## src/rtl/adc_host_pkg.sv

```systemverilog
// constants for the converter host interface
package adc_host_pkg;
    localparam int          RESULT_W        = 12;
    localparam int          MSB_POS         = 11;
    localparam int          LSB_POS         = 0;
    localparam int          CLK_MHZ         = 50;
    localparam int          CONV_TIME_NS    = 2700;
    localparam int          CONV_CYCLES     = (CONV_TIME_NS * CLK_MHZ) / 1000;
    localparam logic [11:0] RESULT_RESET    = 12'h000;
    localparam logic [11:0] CNT_RESET       = 12'h000;
endpackage

```

## src/rtl/adc_host_if.sv

```systemverilog
// parallel host interface of a sampling converter
// Notes on behaviour
// RL1: result is 12 bits, bit 11 most significant, bit 0 least.
// RL2: high_byte_select low drives all 12 result bits in parallel.
// RL3: high_byte_select high puts bits 11..8 on lines 3..0, lines 7..4 low.
// RL4: no conversion starts while high_byte_select is high at the request.
// RL5: start on read_convert fall with select low, byte select low, busy high.
// RL6: device_select_n high keeps every data line high impedance.
// RL7: host drives device_select_n low to convert and to read.
// RL8: busy low for the whole conversion, high again at its end.
// RL9: result valid when busy rises in convert mode.
// RL10: read_convert pulses ignored while busy is low.
// RL11: read mode: rising edge shows old result, falling edge converts.
// RL12: drivers on only while read_convert high and busy high and selected.
// RL13: counter holds busy low a fixed cycle count before loading latches.
`timescale 1ns/100ps
module adc_host_if
    import adc_host_pkg::*;
#(
    parameter int CONV_COUNT = CONV_CYCLES
)
(
    input  wire logic        clk_sys,
    input  wire logic        rst_n,
    input  wire logic        read_convert,
    input  wire logic        device_select_n,
    input  wire logic        high_byte_select,
    input  wire logic [11:0] sample_in,
    output logic             busy,
    output logic      [11:0] data_out,
    output logic      [11:0] data_oe_n,
    output logic             sample_hold
);

    ////////////////////////////////////////////////////////////////////////
    typedef enum logic [0:0]
    {
        IDLE_S = 1'b0,
        CONV_S = 1'b1
    } state_type;

    typedef struct packed
    {
        logic [1:0]  rc_sync;
        logic [1:0]  cs_sync;
        logic [1:0]  hb_sync;
        logic        rc_prev;
        state_type   state;
        logic [11:0] cnt;
        logic [11:0] result;
        logic [11:0] data;
        logic        oe;
    } regs_type;

    regs_type s_r;
    regs_type s_nxt;

    logic rc_s;
    logic cs_n_s;
    logic hb_s;
    logic start;

    assign rc_s   = s_r.rc_sync[1];
    assign cs_n_s = s_r.cs_sync[1];
    assign hb_s   = s_r.hb_sync[1];

    // falling edge qualified by select, byte select and idle
    assign start = s_r.rc_prev && !rc_s && !cs_n_s && !hb_s
                   && (s_r.state == IDLE_S); // RL5 RL4 RL10 RL11

    // byte steering of the output lines
    function automatic logic [11:0] steer(input logic [11:0] r,
                                          input logic        hb);
        if (hb)
            steer = {r[11:8], 4'h0, r[11:8]}; // RL3
        else
            steer = r; // RL1 RL2
    endfunction

    ////////////////////////////////////////////////////////////////////////
    always_comb
    begin
        s_nxt         = s_r;
        s_nxt.rc_sync = {s_r.rc_sync[0], read_convert};
        s_nxt.cs_sync = {s_r.cs_sync[0], device_select_n};
        s_nxt.hb_sync = {s_r.hb_sync[0], high_byte_select};
        s_nxt.rc_prev = rc_s;
        case (s_r.state)
            IDLE_S:
            begin
                if (start)
                begin
                    s_nxt.state = CONV_S;
                    s_nxt.cnt   = CNT_RESET;
                end
            end
            CONV_S:
            begin
                if (s_r.cnt == 12'(CONV_COUNT - 1)) // RL13
                begin
                    s_nxt.state  = IDLE_S; // RL8
                    s_nxt.result = sample_in; // RL9
                end
                else
                begin
                    s_nxt.cnt = s_r.cnt + 12'h001;
                end
            end
            default:
            begin
                s_nxt.state = IDLE_S;
            end
        endcase
        s_nxt.data = steer(s_nxt.result, hb_s);
        s_nxt.oe   = !cs_n_s && rc_s && (s_nxt.state == IDLE_S); // RL6 RL12
    end

    always_ff @(posedge clk_sys or negedge rst_n)
    begin
        if (!rst_n)
        begin
            s_r         <= '0;
            s_r.rc_sync <= 2'b00;
            s_r.cs_sync <= 2'b11;
            s_r.state   <= IDLE_S;
            s_r.result  <= RESULT_RESET;
        end
        else
        begin
            s_r <= s_nxt;
        end
    end

    ////////////////////////////////////////////////////////////////////////
    assign busy        = (s_r.state == IDLE_S); // RL8
    assign sample_hold = (s_r.state == CONV_S);
    assign data_out    = s_r.data;

    genvar gi;
    generate
        for (gi = 0; gi < RESULT_W; gi++)
        begin : g_oe
            assign data_oe_n[gi] = !s_r.oe;
        end
    endgenerate

    ////////////////////////////////////////////////////////////////////////
    property p_start_busy;
        @(posedge clk_sys) disable iff (!rst_n)
        start |=> !busy;
    endproperty
    a_start_busy: assert property (p_start_busy) // RL5
        else $error("busy did not fall after start");

    property p_hb_blocks;
        @(posedge clk_sys) disable iff (!rst_n)
        (busy && hb_s) |=> busy;
    endproperty
    a_hb_blocks: assert property (p_hb_blocks) // RL4
        else $error("conversion started with byte select high");

    property p_busy_len;
        @(posedge clk_sys) disable iff (!rst_n)
        $fell(busy) |-> !busy [*8];
    endproperty
    a_busy_len: assert property (p_busy_len) // RL8
        else $error("busy low too short");

    property p_busy_ends;
        @(posedge clk_sys) disable iff (!rst_n)
        $fell(busy) |-> ##[1:200] busy;
    endproperty
    a_busy_ends: assert property (p_busy_ends) // RL13
        else $error("conversion did not end");

    property p_hiz_select;
        @(posedge clk_sys) disable iff (!rst_n)
        cs_n_s |=> (data_oe_n == 12'hFFF);
    endproperty
    a_hiz_select: assert property (p_hiz_select) // RL6
        else $error("drivers on while deselected");

    property p_hiz_busy;
        @(posedge clk_sys) disable iff (!rst_n)
        !busy |-> (data_oe_n == 12'hFFF);
    endproperty
    a_hiz_busy: assert property (p_hiz_busy) // RL12
        else $error("drivers on during conversion");

    property p_high_byte;
        @(posedge clk_sys) disable iff (!rst_n)
        (hb_s && busy && $past(busy)) |=>
            (data_out[7:4] == 4'h0 && data_out[3:0] == s_r.result[11:8]);
    endproperty
    a_high_byte: assert property (p_high_byte) // RL3
        else $error("high byte steering wrong");

    property p_full_word;
        @(posedge clk_sys) disable iff (!rst_n)
        (!hb_s && busy && $past(busy)) |=> (data_out == s_r.result);
    endproperty
    a_full_word: assert property (p_full_word) // RL2
        else $error("full word not presented");

    property p_result_at_rise;
        @(posedge clk_sys) disable iff (!rst_n)
        $rose(busy) |-> (s_r.result == $past(sample_in));
    endproperty
    a_result_at_rise: assert property (p_result_at_rise) // RL9
        else $error("result not loaded when busy rose");

    property p_oe_on;
        @(posedge clk_sys) disable iff (!rst_n)
        (!cs_n_s && rc_s && busy) |=> (data_oe_n == 12'h000);
    endproperty
    a_oe_on: assert property (p_oe_on) // RL11
        else $error("drivers off while read enabled");

    property p_hiz_rc_low;
        @(posedge clk_sys) disable iff (!rst_n)
        !rc_s |=> (data_oe_n == 12'hFFF);
    endproperty
    a_hiz_rc_low: assert property (p_hiz_rc_low) // RL12
        else $error("drivers on while read_convert low");

endmodule

```

## config.mk

```make
export PLATFORM = sky130hd
export DESIGN_NAME = adc_host_if
export DESIGN_NICKNAME = d
export VERILOG_FILES = /design/src/rtl/adc_host_pkg.sv /design/src/rtl/adc_host_if.sv
export SDC_FILE = /design/constraint.sdc
export NUM_CORES = 1
export LEC_CHECK = 0
export BUFFER_PORTS_ARGS = -buffer_cell sky130_fd_sc_hd__buf_2
export CAP_MARGIN = 10
export CORE_MARGIN = 4
export CORE_UTILIZATION = 53
export CTS_BUF_LIST = sky130_fd_sc_hd__clkbuf_16
export DETAILED_ROUTE_END_ITERATION = 6
export GPL_TIMING_DRIVEN = 0
export MAX_ROUTING_LAYER = met4
export PLACE_DENSITY = 0.87
export SLEW_MARGIN = 15
export SYNTH_ARGS = -nofsm -noshare
export SYNTH_HDL_FRONTEND = slang
export SYNTH_SLANG_ARGS = --single-unit
```

## constraint.sdc

```tcl
create_clock -name clk_sys -period 2.6 [get_ports clk_sys]
set_clock_uncertainty 0.1 [all_clocks]
set_input_delay 0.26 -clock clk_sys [delete_from_list [all_inputs] [get_ports clk_sys]]
set_output_delay 0.26 -clock clk_sys [all_outputs]
set_load 0.03 [all_outputs]
```

==> impl_results.md, run 1 <==
* Status: complete, but fails checks
* Violated checks: negative hold slack
* Final Hold Slack at -0.000883 ns
* Final period util at 82.2%
* DIE AREA at 4560 um^2
* LEAKAGE at 1.14 nW
* Startpoint types: register
* Total Routing Usage GR at 16.9%
* Pre-Repair DR Iteration Count at 4
* Crit path arrival time at 2.20 ns
* Crit end category: register
* Post-Syn Nets at 170
* Metal3 WL at 204 um
* Port Buffers at 42
* Primary FF master, synth: dfrtp_1
* Most area-consuming cells after synthesis: dfrtp_1 52%, buf_4 9.2%, mux2_4 4.8%
* TritonCTS clock tree: yes
* Post-synth top area share at 52.0%
* HPWL Detailed at 2360 um
* Commonest non-fill, non-tap cell in the layout: buf_2
* Yosys top cell by area: dfrtp_1
* Top routing layer used: met4
* Post-synth cell types at 35
* Met1 Wirelength at 1460 um
* Row count at 21
* Bufs on Longest Clock Path at 2
* Power density of the placed cells at 783 nW/um^2
* # IOs at 43
* Fin area at 2340 um^2
* Largest net degree at the start of global routing at 42
* Via/cell ratio at 5.04
* R2R depth at 7
* Worst Tran Pin Value at 0.872 ns
* Rel. slew slack at 41.9%
* Avg WL per Cell at 13.5 um
* RSZ-0062 raised after global routing: no
* Register area share after synthesis at 54.8%
* Total setup buffers inserted after CTS at 0
* Ys async rst share at 100%
* CTS Root Cell: clkbuf_16
* Hold WC Path Type: in2async
* FMAX at 468 MHz
* Mean Syn Cell Area at 12.4 um^2
* Initial antenna violation count at 0
* Total CTS buffers at 5
* Routability cong. at 0.842
* Most frequent cells in the layout: 42 x buf_2, 39 x dfrtp_1, 23 x buf_4
* Post-synth EDFFs at 0
* Clk_lat worst skew at 0.28 ns
* Layout Utilization at 69.0%
* FF+latch count, synth at 41
* Width of the die at 67.5 um
* Final Critical Period at 2.14 ns
* Vias at 1261
* Initial Util at 55.4%
* WP data required at 2.66 ns
* Setup TNS at 0 ns
* Gr ovfl total at 0
* Fin. Hold Viols at 2
* Dpl cells at 239
* Pins Over Slew Limit at 0
* Synthesized cell area at 1880 um^2
* WL final at 3380 um
* Clk sinks at 41
* Antenna viol nets, final at 0
* Share of layout cells above drive strength 1 at 44.6%
* Antenna cells at 0
* Core area at 3390 um^2
* Vias in the first global route at 1248
* Max IR drop VDD at 557 uV
* WL met2 at 1670 um
* Max Cap Viol at 0
* Iteration-0 DRC Markers at 71
* Critical Path Fanout Max at 10
* Synth Warn # at 0
* WS Path Type: reg2reg
* First-pass GRT wire length at 5520 um
* Post-route insts no fill at 250
* Gate Count Post-Synth at 151
* H-Tree Depth at 2
* Setup violations, final at 0
* P&R area growth vs syn at 24.6%
* Area post-placement at 2150 um^2
* Die Y-Extent at 67.5 um
* Clock-pin transition on the worst setup and hold timing paths at 0.06 ns
* DRC at 0
* Fin nets at 222
-- where the power goes --
group          total (W)  switching [W]  internal [W]
registers       0.000774      0.0000681      0.000705
clock network   0.000671       0.000224      0.000447
logic           0.000388       0.000230      0.000157
-- state kept, by name, summed over array words and instances (netlist names) --
register,cells
cs_n_s,1
data_out,12
hb_s,1
rc_s,1
s_nxt,3
s_r,22
sample_hold,1
-- area by class of cell --
type                            count  area, um^2
Timing Repair Buffer               45         240
Multi-Input combinational cell     80         643
Buffer                             27         195
Sequential cell                    41        1030
Clock inverter                      3        38.8
Inverter                            3        11.3
Clock buffer                        5         125
Tap cell                           46        57.6
Fill cell                         228        1050
-- cells by family (layout without fill, tap and decap cells) --
logic type,count (synthesis),count (layout),synth area share [%]
AO/OA/AOI/OAI,15,15,5.06
AND/OR/NAND/NOR,40,40,13.6
buffers and inverters,30,83,11.0
flip-flops,41,41,54.8
XOR/XNOR,4,4,1.87
multiplexers,19,19,12.4
adder cells (fa/ha/maj),2,2,1.33
-- per-layer routing --
layer,vias to the layer above,track usage (%)
met5,-,-
met4,0,6.58
met3,6,4.33
met2,44,27.5
met1,599,20.0
li1,612,-
-- critical path, stage by stage, from the launching register on --
cell      delay, ns
dfrtp_1        0.44
inv_1          0.08
ha_1           0.14
and4bb_1       0.30
nand4_2        0.17
buf_6          0.21
mux2_4         0.31
mux2_2         0.27
-- synthesized netlist by cell type, types with 4 or more instances --
| cell type | instances |
|---|---|
| nand2_1 | 7 |
| nor2b_1 | 5 |
| nor2_1 | 6 |
| o21ai_0 | 4 |
| nand4_1 | 6 |
| mux2_2 | 6 |
| mux2_1 | 4 |
| buf_4 | 23 |
| mux2_4 | 6 |
| nand3_1 | 5 |
| dfrtp_1 | 39 |
-- timing repair --
item / in CTS / in global routing
gates resized for setup: 0 / 0
hold endpoints to repair: 3 / 0
hold buffers: 3 / 0
-- worst paths after layout --
kind / from / end / slack (ns)
min: rst_n / s_r[16] / -0.0009
min reg2reg: s_nxt[40] / hb_s / 0.25
max reg2reg: s_r[25] / data_out[0] / 0.46
max in group asynchronous: rst_n / data_out[6] / 1.86
min in group clk_sys: sample_in[4] / s_r[17] / 0.12
max: s_r[25] / data_out[0] / 0.46
-- through the flow --
stage	total power (W)	setup WS [ns]
3_3_place_gp	0.00115	0.504
2_1_floorplan	0.00105	0.663
3_5_place_dp	0.00117	0.487
4_1_cts	0.00185	0.469
5_1_grt	0.00193	0.384
6_report	0.00183	0.464
No activity file was read; power rests on OpenSTA's default activity.
==> run 2, diff against run 1 <==
ABC_AREA = 1   (was default)
CORE_UTILIZATION = 49   (was 53)
PLACE_DENSITY = 0.83   (was 0.87)
clock period = 1.8 ns   (was 2.6 ns; I/O delays follow)
==> impl_results.md, run 2 <==
* Via/cell ratio at 4.75
* Fillers at 339
* Status: finished, final reports clean
* Setup violations, final at 0
* Core area at 4060 um^2
* Top routing layer used: met4
* WP data required at 1.91 ns
* Setup TNS at 0 ns
* Reg-to-Reg Start: s_r[25]
* Clk pwr share at 39.9%
* H-Tree Depth at 2
* Synth Warn # at 0
* FMAX at 601 MHz
* Register Area at 1030 um^2
* TritonCTS clock tree: yes
* Max IR drop VDD at 560 uV
* Worst Tran Pin Value at 0.885 ns
* Post-Syn Nets at 267
* Most frequent cells in the layout: 61 x nand2_1, 44 x buf_2, 39 x dfrtp_1
* Sw frac at 27.0%
* WL final at 4020 um
* Width of the die at 73.3 um
* Max Cap Viol at 0
* Most area-consuming cells after synthesis: dfrtp_1 47%, nand2_1 11%, buf_4 8.3%
* Post-synth cell types at 23
* Hold Startpoint: sample_in[7]
* Comb pwr share at 16.3%
* Hold EP: s_r[20]
* Primary FF master, synth: dfrtp_1
* Yosys top cell by area: dfrtp_1
* Dpl cells at 340
* Gr ovfl total at 0
* Fin nets at 324
* DIE AREA at 5380 um^2
* First-pass GRT wire length at 6440 um
* Row count at 23
* Total Routing Usage GR at 16.0%
* Initial antenna violation count at 0
* Synthesized cell area at 2090 um^2
* Final period util at 92.5%
* Clk_lat worst skew at 0.28 ns
* RSZ-0062 raised after global routing: no
* Fin. Hold Viols at 0
* Post-cts repair resize count at 0
* Switch Pwr at 0.000665 W
* R2R depth at 9
* Ys async rst share at 100%
* Hold WC Path Type: in2reg
* WS Path Type: reg2reg
* Vias at 1691
* Commonest non-fill, non-tap cell in the layout: nand2_1
* Vias in the first global route at 1499
* Pre-Repair DR Iteration Count at 4
* Critical Path Fanout Max at 10
* Antenna cells at 0
* Share of power burned in registers at 43.7%
* Startpoint types: register
* Share of layout cells above drive strength 1 at 31.7%
* Internal power at 0.00180 W
* Multi-input gate area at 708 um^2
* P&R area growth vs syn at 24.2%
* Crit end category: register
* Avg WL per Cell at 11.3 um
* Final Hold Slack at 0.0341 ns
* Pins Over Slew Limit at 0
* RR Endpoint: s_r[32]
* Total CTS buffers at 5
* Largest net degree at the start of global routing at 42
* Hold-critical path depth at 3
* DRC at 0
* Register area share after synthesis at 49.2%
* Final Critical Period at 1.67 ns
* Crit path arrival time at 1.77 ns
* Die Y-Extent at 73.3 um
* Mean Syn Cell Area at 8.44 um^2
* Max reg flops at 22
* Port Buffers at 42
* Power density of the placed cells at 947 nW/um^2
* Routability cong. at 0.845
* Met1 Wirelength at 1680 um
* Top-count cell post-synth: nand2_1
* Post-synth top area share at 46.7%
* # IOs at 43
* Synth top cells by count: 61 x nand2_1, 39 x dfrtp_1, 35 x inv_1
* Clk sinks at 41
* CTS Root Cell: clkbuf_16
* Metal3 WL at 290 um
* Gate Count Post-Synth at 248
* Initial Util at 51.6%
* WL met2 at 1960 um
* LEAKAGE at 1.45 nW
* Rel. slew slack at 41.0%
* Area post-placement at 2360 um^2
* FF-to-FF setup slack at 0.13 ns
* Clock-pin transition on the worst setup and hold timing paths at 0.06 ns
* Bufs on Longest Clock Path at 2
* Antenna viol nets, final at 0
* Biggest register: s_r
* Iteration-0 DRC Markers at 115
* FF+latch count, synth at 41
* Fin area at 2600 um^2
* Post-route insts no fill at 356
* Post-synth EDFFs at 0
* HPWL Detailed at 2780 um
## run 2: changes by cell type in the layout (fill, tap and decap cells not counted), moves of 4 or more
cell / delta
nand2_1: +54
o21ai_0: +4
nor2b_1: -5
buf_4: +4
o21ai_1: +4
mux2_4: -6
inv_2: +5
inv_1: +32
nand3_1: +17
mux2_2: -6
nor2_1: +8
mux2_1: -4
and2_1: +7
## run 2: critical path, cell delays in order (launching register included)
cell and delay, ns:
dfrtp_1 0.41, inv_1 0.07, ha_1 0.13, nand2_1 0.08, nor2_4 0.17, nand3_4 0.16
nand2_4 0.16, buf_6 0.16, nand2_1 0.08, o21ai_2 0.06
## run 2: power groups by stage
stage / combinational (W) / clock (W) / sequential, W
2_1_floorplan: 0.000272 / 0 / 0.00108
3_3_place_gp: 0.000351 / 0 / 0.00109
3_5_place_dp: 0.000365 / 0 / 0.00109
4_1_cts: 0.000375 / 0.00101 / 0.00108
5_1_grt: 0.000457 / 0.00105 / 0.00109
6_report: 0.000401 / 0.000983 / 0.00108
## run 2: what timing repair did
item,4_1_cts,5_1_grt
endpoints found under the setup margin,0,32
hold buffers,4,0
setup buffers,0,4
hold endpoints to repair,42,0
## run 2: logic make-up after synthesis
family | after synthesis | synth area share [%]
buf+inv | 67 | 17.0
xor+xnor | 2 | 0.837
fa+ha+maj | 2 | 1.20
compound gates | 14 | 3.71
flops | 41 | 49.2
simple gates | 122 | 28.1
## run 2: stage by stage
step           setup slack (ns)  utilization (%)  power, W
6_report                  0.135             64.0   0.00246
4_1_cts                  0.0145             63.3   0.00246
2_1_floorplan             0.178                -   0.00135
5_1_grt                 0.00672             64.0   0.00259
3_5_place_dp             0.0369             58.3   0.00146
3_3_place_gp             0.0686             58.3   0.00144
## run 2: cell type report
cell class              count  area share (%)
flip-flops and latches     41            39.6
multi-input cells         140            27.3
repair buffers             50            10.8
plain buffers              27            7.90
inverters                  40            5.78
clock buffers               5            4.81
well taps                  50            2.41
clock inverters             3            1.49
## run 2: metal layers
metal  vias up  GRT usage [%]
met5         -              -
met4         0           7.24
met3         9           3.97
met2        52           25.6
met1       773           19.1
li1        857              -
## run 2: worst max path at each step
stage	startpoint	endpoint	depth (start not counted)
final	s_r[25]	s_r[32]	9
after floorplan	sample_hold	s_r[32]	7
after global routing	s_r[25]	s_r[32]	9
after global placement	s_r[25]	s_r[0]	9
after detailed placement	s_r[25]	s_r[34]	9
after CTS	s_r[25]	s_r[32]	9
==> run 3, diff against run 2 <==
REMOVE_ABC_BUFFERS = 1   (was default)
==> impl_results.md, run 3 (synthesis results as in run 2) <==
* Total CTS buffers at 5
* Critical Path Fanout Max at 17
* WL final at 4260 um
* DIE AREA at 5380 um^2
* Setup TNS at 0 ns
* Pre-Repair DR Iteration Count at 4
* Initial antenna violation count at 0
* Row count at 23
* Core area at 4060 um^2
* WS Path Type: reg2reg
* Initial Util at 51.6%
* Antenna viol nets, final at 0
* Max IR drop VDD at 562 uV
* Most frequent cells in the layout: 61 x nand2_1, 42 x buf_2, 38 x dfrtp_1
* Hold-critical path depth at 3
* Via/cell ratio at 4.82
* Antenna cells at 0
* Share of layout cells above drive strength 1 at 26.2%
* Commonest non-fill, non-tap cell in the layout: nand2_1
* P&R area growth vs syn at 15.0%
* Port Buffers at 42
* Biggest register: s_r
* Max Cap Viol at 0
* Worst Tran Pin Value at 0.865 ns
* Total Routing Usage GR at 17.1%
* Fillers at 332
* Vias at 1586
* Power density of the placed cells at 990 nW/um^2
* Final period util at 89.3%
* DRC at 0
* WP data required at 1.92 ns
* Die Y-Extent at 73.3 um
* Startpoint types: register
* Routability cong. at 0.785
* TritonCTS clock tree: yes
* Max reg flops at 22
* Clock-pin transition on the worst setup and hold timing paths at 0.06 ns
* Fin. Hold Viols at 0
* Largest net degree at the start of global routing at 42
* H-Tree Depth at 2
* Width of the die at 73.3 um
* Final Critical Period at 1.61 ns
* Clk_lat worst skew at 0.29 ns
* Vias in the first global route at 1525
* Status: finished, final reports clean
* LEAKAGE at 1.31 nW
* HPWL Detailed at 2760 um
* Hold WC Path Type: in2reg
* R2R depth at 8
* Clk sinks at 41
* Final Hold Slack at 0.00302 ns
* RSZ-0062 raised after global routing: no
* Avg WL per Cell at 13.0 um
* Iteration-0 DRC Markers at 140
* # IOs at 43
* First-pass GRT wire length at 6800 um
* Rel. slew slack at 42.3%
* Pins Over Slew Limit at 0
* Gr ovfl total at 0
* Fin nets at 297
* FMAX at 622 MHz
* Crit path arrival time at 1.73 ns
* CTS Root Cell: clkbuf_16
* Crit end category: register
* Setup violations, final at 0
* Bufs on Longest Clock Path at 2
[run 3: changes by cell type in the layout (fill, tap and decap cells not counted), sizes merged]
cell	before	now
clkinvlp	0	1
buf	73	46
bufinv	1	0
[run 3: critical path, cell delays in order, from the launching register on]
cell	delay [ns]
dfrtp_1	0.44
inv_1	0.12
nand2_1	0.13
nor2_8	0.19
nand3_4	0.11
buf_12	0.17
nand2_8	0.12
nand2_1	0.07
nand2_1	0.08
[run 3: final timing paths]
path / startpoint / endpoint / slack, ns
max: s_r[29] / s_r[33] / 0.19
min: sample_in[7] / s_r[20] / 0.003
max reg2reg: s_r[29] / s_r[33] / 0.19
min reg2reg: s_nxt[44] / rc_s / 0.25
max in group asynchronous: rst_n / sample_hold / 0.56
min in group asynchronous: rst_n / data_out[3] / 0.44
[run 3: repair_timing]
action | in CTS | in global routing
endpoints found under the setup margin | 20 | 30
setup buffers | 0 | 4
resized for setup | 1 | 5
pin swaps | 0 | 2
endpoints found under the hold margin | 42 | 0
hold buffers | 4 | 0
[run 3: power breakdown]
part / total [W] / internal (W) / switching (W)
clock: 0.000914 / 0.000521 / 0.000393
sequential: 0.00109 / 0.000994 / 0.0000929
combinational: 0.000382 / 0.000136 / 0.000246
[run 3: layout make-up]
cell class                      instances  area, um^2  area share, %
Clock buffer                            5         125           5.20
Multi-Input combinational cell        140         721           30.0
Timing Repair Buffer                   50         293           12.2
Sequential cell                        41        1030           42.8
Tap cell                               50        62.6           2.60
Clock inverter                          3        25.0           1.04
Inverter                               40         150           6.24
[run 3: layer usage]
metal / wire length [um] / up-vias / track usage (%)
met2: 2230 / 38 / 27.2
met5: 0 / - / -
met4: 143 / 0 / 9.46
met1: 1720 / 731 / 20.0
li1: - / 804 / -
met3: 168 / 13 / 3.69
[run 3: metrics by stage]
step                      utilization [%]  setup slack [ns]  power, W  instances  cell area [um^2]
after floorplan                         -            -0.869   0.00134        221              1890
after global placement               53.2           -0.0372   0.00143        313              2160
after detailed placement             53.2           -0.0627   0.00145        313              2160
after CTS                            57.9           -0.0415   0.00237        325              2350
after global routing                 59.3            0.0628   0.00249        329              2410
final                                59.3             0.192   0.00238        329              2410
